<file path="src/hw/ppfs_params.svh">
// Register offsets, field positions, reset values and mode codes of the pin function block
`ifndef PPFS_PARAMS_SVH
`define PPFS_PARAMS_SVH
`define PPFS_OFS_PORTB_CTRL 12'h000
`define PPFS_OFS_PORTE_CTRL2 12'h004
`define PPFS_OFS_STATUS 12'h008
`define PPFS_PB2_LSB 8
`define PPFS_PB1_LSB 4
`define PPFS_PB0_LSB 0
`define PPFS_PORTE_LINE_21_LSB 4
`define PPFS_PORTE_LINE_20_LSB 0
`define PPFS_PORTB_WMASK 16'h0777
`define PPFS_PORTE_WMASK 16'h0033
`define PPFS_PORTB_RST 16'h0000
`define PPFS_PORTE_RST 16'h0000
`define PPFS_PB_PORT 3'h0
`define PPFS_PB2_IRQ 3'h1
`define PPFS_PB2_OEREQ 3'h2
`define PPFS_PB_ADDR 3'h1
`define PPFS_PB_CAPW 3'h3
`define PPFS_PE_PORT 2'h0
`define PPFS_PE_TIMER 2'h1
`endif

</file>
<file path="src/hw/ppfs_pkg.sv">
// Types shared by the pin function select block
package ppfs_pkg;
  typedef enum logic [1:0] {PPFS_SEL_PORT, PPFS_SEL_PERIPH_IN, PPFS_SEL_PERIPH_OUT,
    PPFS_SEL_PERIPH_IO} ppfs_sel_t;
  typedef logic [15:0] ppfs_word_t;
endpackage

</file>
<file path="src/hw/ppfs_pad_if.sv">
// Interface carrying one pin's drive, enable and resolved function between modules
`timescale 1ns/1ps
interface ppfs_pad_if;
  import ppfs_pkg::*;
  ppfs_sel_t sel;
  logic port_out;
  logic port_dir;
  logic periph_out;
  logic periph_oe;
  logic pin_out;
  logic pin_oe;
  modport ctrl (output sel, output port_out, output port_dir, output periph_out,
    output periph_oe, input pin_out, input pin_oe);
  modport pad (input sel, input port_out, input port_dir, input periph_out,
    input periph_oe, output pin_out, output pin_oe);
endinterface

</file>
<file path="src/hw/ppfs_pad_mux.sv">
// Per-pin output driver and direction selection
`timescale 1ns/1ps
module ppfs_pad_mux (
  // Pin control bundle
  ppfs_pad_if.pad p
);
  import ppfs_pkg::*;
  wire use_periph;
  // Peripheral drives the pin when a peripheral output or I/O is chosen
  assign use_periph = (p.sel == PPFS_SEL_PERIPH_OUT) || (p.sel == PPFS_SEL_PERIPH_IO);
  assign p.pin_out = use_periph ? p.periph_out : p.port_out;
  assign p.pin_oe = use_periph ? p.periph_oe : ((p.sel == PPFS_SEL_PORT) & p.port_dir);
endmodule

</file>
<file path="src/hw/ppfs_in_merge.sv">
// Merges a pin-sourced input function over several pins by OR or AND
`timescale 1ns/1ps
module ppfs_in_merge #(
  parameter int N = 2,
  parameter bit AND_TYPE = 1'b0
) (
  // Candidate pins and their selection
  input wire logic [N-1:0] pin_val,
  input wire logic [N-1:0] pin_sel,
  // Merged signal
  output logic merged
);
  wire [N-1:0] terms;
  genvar i;
  // Unselected pins contribute the neutral value
  for (i = 0; i < N; i++) begin : g_term
    assign terms[i] = pin_sel[i] ? pin_val[i] : AND_TYPE;
  end
  // AND type for interrupts and enables, OR type for timer inputs
  assign merged = AND_TYPE ? &terms : |terms;
endmodule

</file>
<file path="src/hw/ppfs_top.sv">
// Pin function select for port B lines 2..0 and port E lines 21..20, with APB registers
// Notes on behaviour
// - port B line 2 field: 000 port, 001 interrupt 0 input, 010 output-enable input.
// - port B line 1 field: 000 port, 001 address bit 17 out, 011 capture W.
// - port B line 0 field: 000 port, 001 address bit 16 out, 011 secondary capture W.
// - port B control bits 7 and 3 read zero; write zero.
// - low bit of line 1 and 0 fields resets to 1 in ROM-less extension mode.
// - address outputs act only in external-extension modes.
// - port E line 21 field: 00 port, 01 secondary timer channel 4 D.
// - port E line 20 field: 00 port, 01 secondary timer channel 4 C.
// - port E control 2 bits 15..6 and 3..2 read zero.
// - one input function on several pins merges through OR or AND.
`timescale 1ns/1ps
`include "ppfs_params.svh"
module ppfs_top (
  // Clock and reset
  input wire logic pclk,
  input wire logic presetn,
  // APB slave
  input wire logic psel,
  input wire logic penable,
  input wire logic pwrite,
  input wire logic [11:0] paddr,
  input wire logic [31:0] pwdata,
  output logic [31:0] prdata,
  output logic pready,
  output logic pslverr,
  // Chip operating mode straps
  input wire logic mode_ext_rom_off,
  input wire logic mode_ext,
  // Port data and direction registers, five lines: 0..2 port B, 3 line 20, 4 line 21
  input wire logic [4:0] port_data,
  input wire logic [4:0] port_dir,
  // Pin pads
  input wire logic [4:0] pad_in,
  output logic [4:0] pad_out,
  output logic [4:0] pad_oe,
  // Synchronised pin levels back to the port
  output logic [4:0] port_pin_level,
  // Bus controller address lines
  input wire logic address_bit_17_out,
  input wire logic address_bit_16_out,
  // Merged inputs toward peripherals, with other pins carrying the same function
  input wire logic external_interrupt_0_in_other_pins,
  input wire logic oereq0_other_pins,
  input wire logic capw_other_pins,
  input wire logic capws_other_pins,
  input wire logic ch4d_other_pins,
  input wire logic ch4c_other_pins,
  output logic external_interrupt_0_in,
  output logic output_enable_request_0_in,
  output logic timer_capture_w_in,
  output logic secondary_timer_capture_w_in,
  output logic secondary_timer_ch4_d_in,
  output logic secondary_timer_ch4_c_in,
  // Secondary timer channel 4 C and D drive
  input wire logic secondary_timer_ch4_d_out,
  input wire logic secondary_timer_ch4_d_oe,
  input wire logic secondary_timer_ch4_c_out,
  input wire logic secondary_timer_ch4_c_oe
);
  import ppfs_pkg::*;

  //////////////////////////////////////////////////////////////////////////////
  // Registers and strap capture
  ppfs_word_t portb_ctrl_reg, portb_ctrl_next;
  ppfs_word_t port_e_high_function_control_2_reg, porte_ctrl_next;
  logic strap_done_reg;
  logic [4:0] pad_meta_reg, pad_sync_reg;
  logic [1:0] ext_meta_reg, ext_sync_reg;

  wire apb_wr = psel & penable & pwrite;
  wire hit_pb = paddr == `PPFS_OFS_PORTB_CTRL;
  wire hit_pe = paddr == `PPFS_OFS_PORTE_CTRL2;
  wire hit_st = paddr == `PPFS_OFS_STATUS;
  wire hit_any = hit_pb | hit_pe | hit_st;
  // Either extension mode enables the address outputs
  wire ext_ok = ext_sync_reg[1] | ext_sync_reg[0];

  // Only documented bits are writable, reserved bits stay zero
  assign portb_ctrl_next = (apb_wr & hit_pb) ? (pwdata[15:0] & `PPFS_PORTB_WMASK)
                                             : portb_ctrl_reg;
  assign porte_ctrl_next = (apb_wr & hit_pe) ? (pwdata[15:0] & `PPFS_PORTE_WMASK)
                                             : port_e_high_function_control_2_reg;

  // Register storage, reset to general port I/O; in ROM-less extension mode lines 1 and 0 start as address outputs
  always_ff @(posedge pclk or negedge presetn) begin
    if (!presetn) begin
      portb_ctrl_reg <= `PPFS_PORTB_RST;
      port_e_high_function_control_2_reg <= `PPFS_PORTE_RST;
    end else if (!strap_done_reg) begin
      // First edge after release loads the mode-dependent low bits
      portb_ctrl_reg <= `PPFS_PORTB_RST | ({15'h0000, ext_sync_reg[1]} << `PPFS_PB1_LSB)
                        | ({15'h0000, ext_sync_reg[1]} << `PPFS_PB0_LSB);
    end else begin
      portb_ctrl_reg <= portb_ctrl_next;
      port_e_high_function_control_2_reg <= porte_ctrl_next;
    end
  end

  // Strap capture flag
  always_ff @(posedge pclk or negedge presetn) begin
    if (!presetn) begin
      strap_done_reg <= 1'b0;
    end else begin
      strap_done_reg <= 1'b1;
    end
  end

  // Two-stage synchronisers for the pads
  always_ff @(posedge pclk or negedge presetn) begin
    if (!presetn) begin
      pad_meta_reg <= 5'h00;
      pad_sync_reg <= 5'h00;
    end else begin
      pad_meta_reg <= pad_in;
      pad_sync_reg <= pad_meta_reg;
    end
  end

  // Strap synchronisers run through reset, so the strap is settled when reset ends
  // Reset must last at least two clock edges for the strap load to be valid
  always_ff @(posedge pclk) begin
    ext_meta_reg <= {mode_ext_rom_off, mode_ext};
    ext_sync_reg <= ext_meta_reg;
  end

  //////////////////////////////////////////////////////////////////////////////
  // APB read path; zero-wait, unmapped addresses answer with pslverr
  assign pready = 1'b1;
  assign pslverr = psel & penable & ~hit_any;
  wire [31:0] rd_word = hit_pb ? {16'h0000, portb_ctrl_reg}
                      : hit_pe ? {16'h0000, port_e_high_function_control_2_reg}
                      : hit_st ? {30'h0, ext_sync_reg[1], ext_ok} : 32'h0;
  logic [31:0] prdata_reg;
  always_ff @(posedge pclk or negedge presetn) begin
    if (!presetn) begin
      prdata_reg <= 32'h0;
    end else begin
      prdata_reg <= (psel & ~penable & ~pwrite) ? rd_word : prdata_reg;
    end
  end
  assign prdata = prdata_reg;

  //////////////////////////////////////////////////////////////////////////////
  // Field decode
  function automatic ppfs_sel_t pb_decode(input logic [2:0] code, input logic is_line2,
                                          input logic ext_ok);
    ppfs_sel_t s;
    s = PPFS_SEL_PORT;
    if (is_line2) begin
      if (code == `PPFS_PB2_IRQ || code == `PPFS_PB2_OEREQ) s = PPFS_SEL_PERIPH_IN;
    end else begin
      if (code == `PPFS_PB_ADDR && ext_ok) s = PPFS_SEL_PERIPH_OUT;
      else if (code == `PPFS_PB_ADDR) s = PPFS_SEL_PERIPH_IN;
      else if (code == `PPFS_PB_CAPW) s = PPFS_SEL_PERIPH_IN;
    end
    return s;
  endfunction

  wire [2:0] pb2_code = portb_ctrl_reg[`PPFS_PB2_LSB +: 3];
  wire [2:0] pb1_code = portb_ctrl_reg[`PPFS_PB1_LSB +: 3];
  wire [2:0] pb0_code = portb_ctrl_reg[`PPFS_PB0_LSB +: 3];
  wire [1:0] porte_line_21_code = port_e_high_function_control_2_reg[`PPFS_PORTE_LINE_21_LSB +: 2];
  wire [1:0] porte_line_20_code = port_e_high_function_control_2_reg[`PPFS_PORTE_LINE_20_LSB +: 2];

  // Line 2: interrupt 0 or output-enable request input
  wire pb2_irq = pb2_code == `PPFS_PB2_IRQ;
  wire pb2_oe = pb2_code == `PPFS_PB2_OEREQ;
  // Lines 1 and 0: address outputs only in extension modes
  wire pb1_capw = pb1_code == `PPFS_PB_CAPW;
  wire pb0_capw = pb0_code == `PPFS_PB_CAPW;
  wire pb1_addr = (pb1_code == `PPFS_PB_ADDR) & ext_ok;
  wire pb0_addr = (pb0_code == `PPFS_PB_ADDR) & ext_ok;
  // Port E timer channel selections
  wire porte_line_21_tmr = porte_line_21_code == `PPFS_PE_TIMER;
  wire porte_line_20_tmr = porte_line_20_code == `PPFS_PE_TIMER;

  //////////////////////////////////////////////////////////////////////////////
  // Pad muxes
  ppfs_pad_if pads [5] ();
  wire [4:0] per_out = {secondary_timer_ch4_d_out, secondary_timer_ch4_c_out, 1'b0,
                        address_bit_17_out, address_bit_16_out};
  wire [4:0] per_oe = {secondary_timer_ch4_d_oe, secondary_timer_ch4_c_oe, 1'b0,
                       pb1_addr, pb0_addr};
  wire [9:0] sel_bits;
  assign sel_bits[1:0] = pb_decode(pb0_code, 1'b0, ext_ok);
  assign sel_bits[3:2] = pb_decode(pb1_code, 1'b0, ext_ok);
  assign sel_bits[5:4] = pb_decode(pb2_code, 1'b1, ext_ok);
  assign sel_bits[7:6] = porte_line_20_tmr ? PPFS_SEL_PERIPH_IO : PPFS_SEL_PORT;
  assign sel_bits[9:8] = porte_line_21_tmr ? PPFS_SEL_PERIPH_IO : PPFS_SEL_PORT;

  genvar k;
  for (k = 0; k < 5; k++) begin : g_pad
    assign pads[k].sel = ppfs_sel_t'(sel_bits[2*k +: 2]);
    assign pads[k].port_out = port_data[k];
    assign pads[k].port_dir = port_dir[k];
    assign pads[k].periph_out = per_out[k];
    assign pads[k].periph_oe = per_oe[k];
    ppfs_pad_mux u_mux (.p(pads[k].pad));
    // Drive and direction from port or peripheral
    assign pad_out[k] = pads[k].pin_out;
    assign pad_oe[k] = pads[k].pin_oe;
  end
  assign port_pin_level = pad_sync_reg;

  //////////////////////////////////////////////////////////////////////////////
  // Input merges toward peripherals
  ppfs_in_merge #(.N(2), .AND_TYPE(1'b1)) u_external_interrupt_0_in (.pin_val({external_interrupt_0_in_other_pins, pad_sync_reg[2]}),
    .pin_sel({1'b1, pb2_irq}), .merged(external_interrupt_0_in));
  ppfs_in_merge #(.N(2), .AND_TYPE(1'b1)) u_oe0 (.pin_val({oereq0_other_pins, pad_sync_reg[2]}),
    .pin_sel({1'b1, pb2_oe}), .merged(output_enable_request_0_in));
  ppfs_in_merge #(.N(2), .AND_TYPE(1'b0)) u_capw (.pin_val({capw_other_pins, pad_sync_reg[1]}),
    .pin_sel({1'b1, pb1_capw}), .merged(timer_capture_w_in));
  ppfs_in_merge #(.N(2), .AND_TYPE(1'b0)) u_capws (.pin_val({capws_other_pins, pad_sync_reg[0]}),
    .pin_sel({1'b1, pb0_capw}), .merged(secondary_timer_capture_w_in));
  ppfs_in_merge #(.N(2), .AND_TYPE(1'b0)) u_ch4d (.pin_val({ch4d_other_pins, pad_sync_reg[4]}),
    .pin_sel({1'b1, porte_line_21_tmr}), .merged(secondary_timer_ch4_d_in));
  ppfs_in_merge #(.N(2), .AND_TYPE(1'b0)) u_ch4c (.pin_val({ch4c_other_pins, pad_sync_reg[3]}),
    .pin_sel({1'b1, porte_line_20_tmr}), .merged(secondary_timer_ch4_c_in));
endmodule

</file>
<file path="config.mk">
export PLATFORM = sky130hd
export DESIGN_NAME = ppfs_top
export DESIGN_NICKNAME = d
export VERILOG_FILES = /design/src/hw/ppfs_pkg.sv /design/src/hw/ppfs_pad_if.sv /design/src/hw/ppfs_pad_mux.sv /design/src/hw/ppfs_in_merge.sv /design/src/hw/ppfs_top.sv
export VERILOG_INCLUDE_DIRS = /design/src /design/src/hw
export SDC_FILE = /design/constraint.sdc
export NUM_CORES = 1
export LEC_CHECK = 0
export BUFFER_PORTS_ARGS = -buffer_cell sky130_fd_sc_hd__clkbuf_2
export CAP_MARGIN = 20
export CORE_ASPECT_RATIO = 0.5
export CORE_MARGIN = 3
export CORE_UTILIZATION = 42
export DETAILED_ROUTE_END_ITERATION = 7
export HOLD_SLACK_MARGIN = 0.1
export PLACE_DENSITY = 0.81
export SLEW_MARGIN = 5
export SYNTH_ARGS = -nofsm -noshare
export SYNTH_HDL_FRONTEND = slang
export SYNTH_SLANG_ARGS = --single-unit
</file>
<file path="constraint.sdc">
create_clock -name pclk -period 1.7 [get_ports pclk]
set_input_delay 0.17 -clock pclk [delete_from_list [all_inputs] [get_ports pclk]]
set_output_delay 0.17 -clock pclk [all_outputs]
set_load 0.005 [all_outputs]
</file>
==> qor.yml <==
synthesis:
  syn_inst: 172
  ys_seq_elements: 37
  synth_edf_count: 0
  synth_top_cell_by_area: "dfrtp_1"
  yosys.cell_types.count: 33
  yosys.cell_count.top_type: "buf_4"
  netlist_top_cells_area: "dfrtp_1 42%, buf_4 13%, mux2i_1 5.6%"
  synth_common_cells: "34 x buf_4, 33 x dfrtp_1, 11 x mux2i_1"
  yosysWarnings: 0
  synth_top_family_by_area: "buffers and inverters"
  synth_area_um2: 1976
  async_flop_share_pct: 89.19
  seq_area_frac_synth_pct: 45.85
  synth-xor-area-share_pct: 0.4433
  syn_avg_cell_area_um2: 11.49
  synth-simple-area-share_pct: 15.77
  synth_top_area_share_pct: 41.80
  synth_adder_area_share_pct: 0
  synth_compound_area_share_pct: 9.183
  synthMuxAreaShare_pct: 12.03
  ys.flop_type: "dfrtp_1"
worst_setup_path:
  crit_slowest_cell: "dfrtp_1"
  critPathArrivalTime_ps: 1530
  critPathMaxStageDelay_ps: 410
  reg2reg_slack_ps: 500
  path_class: "flop to output pin"
  crit_family: "simple AND/OR/NAND/NOR gates"
  cp-start-kind: "flop"
  end_kind: "output pin"
  crit_required_ps: 1530
  reg2reg_to: "port_e_high_function_control_2_reg[5]"
  r2r_cells: 4
  crit_fanout: 3
  critPathLaunch: "portb_ctrl_reg[6]"
  cp-endpoint: "pad_out[1]"
  crit_chain: "nand2b_4 > nor3_4 > mux2_4 > clkbuf_2"
  reg2reg_from: "strap_done_reg"
  cp_num_cells: 4
  cp.buffers_inverters: 1
power:
  pwr-share-comb_pct: 13.3
  p_seq_share_pct: 47.2
  power_density_nw_per_um2: 757.7
  p_clk_share_pct: 39.5
  p_sw_share_pct: 22.32
  total_power_mw: 1.945
  cellLeakagePower_nw: 1.400
  ir_worst_vdd_mv: 0.4244
  intPower_mw: 1.511
  switching_power_uw: 434.1
sta:
  rsz0062_at_grt: "true"
  period_share_pct: 99.73
  clock_skew_ps: 2.522
  setup_viol: 0
  fin_ws_ps: 4.588
  max_freq_ghz: 0.5898
  setup-tns-final_ps: 0
  layout_min_cycle_time_ps: 1695
  hold_viol: 0
  drv_slew: 0
detailed_routing:
  dr.pass1.iters: 4
  wl_per_cell_um: 14.56
  detail-route-antenna-nets: 0
  finalWirelength_um: 4645
  wl_met3_um: 340
  wl_met2_um: 2506
  routed.top_layer: "met4"
  drcViolationCount: 0
  drt_iter0_drc: 77
  vias: 1522
  vias_per_cell: 4.771
  wl_met1_um: 1659
die:
  ios: 133
  fp.dieW_um: 103.0
  die_area_um2: 5613
  rows: 16
  die_h_um: 54.50
  fp.coreArea_um2: 4204
  start_util_pct: 46.99
clocking:
  clk_pin_slew_worst_paths_ps: 70
  htreeDepth: 2
  insertion_delay_ps: 280
  cts-root-buf: "clkbuf_8"
  cts-buffers-inserted: 5
  cts_sinks: 37
  cts_tree: "yes"
  clockBufferDepth: 2
placed_design:
  pre_cts_ws_ps: 212.6
  dp_hpwl_um: 3375
  io_buffers: 83
  place_congestion: 0.7756
  dpl-instance-area_um2: 2286
job:
  cap_violations: 0
layout:
  synthToLayoutAreaGrowth_pct: 29.96
  final_area_um2: 2567
  postLayoutCoreUtil_pct: 61.07
  nFillCells: 323
  drive_above_1_share_pct: 46.42
  diodes: 0
  fin_nets: 342
global_route:
  overflow: 0
  grt_pass1_vias: 1494
  grt_max_degree: 34
  grt_pass1_wl_um: 6713
  antenna_found_initial: 0
  grt_use_total_pct: 15.99
status:
  outcome: "finished, final reports clean"
worst_hold_path:
  min_path_type: "primary input to flop"
  holdPathStages: 2
[cell families after synthesis]
| group | count (synthesis) |
|---|---|
| XOR/XNOR | 1 |
| multiplexers | 21 |
| other | 2 |
| flip-flops | 37 |
| AO/OA/AOI/OAI | 23 |
| AND/OR/NAND/NOR | 42 |
| buffers and inverters | 46 |
[routing by layer]
layer  GRT usage [%]  up-vias
met2           30.89       77
met3           4.580       22
met4           6.237        0
met1           16.88      712
li1                -      711
met5               0        -
[per-stage QoR]
step	std cells	hold slack [ps]
after floorplan	195	-125.6
after global placement	298	207.4
after detailed placement	298	217.4
after CTS	314	135.7
after global routing	319	126.1
final	319	138.2
[layout make-up]
cell class              instances  area (um2)  share of cell area [%]
flip-flops and latches         37       905.9                   35.28
multi-input cells             112       880.8                   34.31
repair buffers                101       570.5                   22.22
clock buffers                   7       86.33                   3.363
well taps                      54       67.56                   2.632
clock inverters                 1       30.03                   1.170
inverters                       7       26.28                   1.023
[placed cells by master (no fill, tap or decap), types with 2 or more instances in the layout]
| cell | synthesis | layout |
|---|---|---|
| a31oi_1 | 2 | 2 |
| a311oi_1 | 2 | 2 |
| a21o_1 | 2 | 2 |
| mux2_4 | 4 | 6 |
| nor3_4 | 0 | 2 |
| nand2_1 | 8 | 8 |
| inv_1 | 7 | 7 |
| nor3b_1 | 2 | 2 |
| mux2_2 | 6 | 4 |
| mux2i_1 | 11 | 11 |
| o31ai_1 | 4 | 4 |
| a22o_1 | 5 | 5 |
| nand2b_4 | 0 | 2 |
| and3_1 | 2 | 2 |
| nand2b_1 | 4 | 2 |
| conb_1 | 2 | 25 |
| nor4_4 | 4 | 4 |
| clkbuf_8 | 0 | 6 |
| clkbuf_2 | 0 | 83 |
| dfrtp_1 | 33 | 33 |
| o21bai_1 | 4 | 4 |
| nor2b_1 | 7 | 7 |
| nor2_1 | 9 | 8 |
| buf_4 | 34 | 10 |
| dlygate4sd3_1 | 0 | 8 |
| dfxtp_1 | 4 | 4 |
[how the worst min path moves through the flow]
stage               slack [ps]                               endpoint       from
CTS                        140  port_e_high_function_control_2_reg[1]  pwdata[1]
finish                     140  port_e_high_function_control_2_reg[1]  pwdata[1]
global route               130  port_e_high_function_control_2_reg[1]  pwdata[1]
detailed placement         220                      port_pin_level[4]    presetn
global placement           210                      port_pin_level[3]    presetn
floorplan                 -130                        pad_meta_reg[0]    presetn
[power groups by stage]
stage               combinational, mW  clock [mW]  sequential (mW)
floorplan                       0.156           0            0.928
global placement                0.211           0            0.929
detailed placement              0.218           0            0.931
CTS                             0.235       0.783            0.914
global route                    0.287       0.821            0.919
finish                          0.259       0.769            0.917
[repair_timing]
action | CTS | global route
hold buffers | 8 | 0
resized for setup | 2 | 7
endpoints found under the setup margin | 2 | 2
pin swaps | 0 | 2
buffers inserted | 0 | 5
hold endpoints to repair | 40 | 0
(Power assumes the default switching activity.)
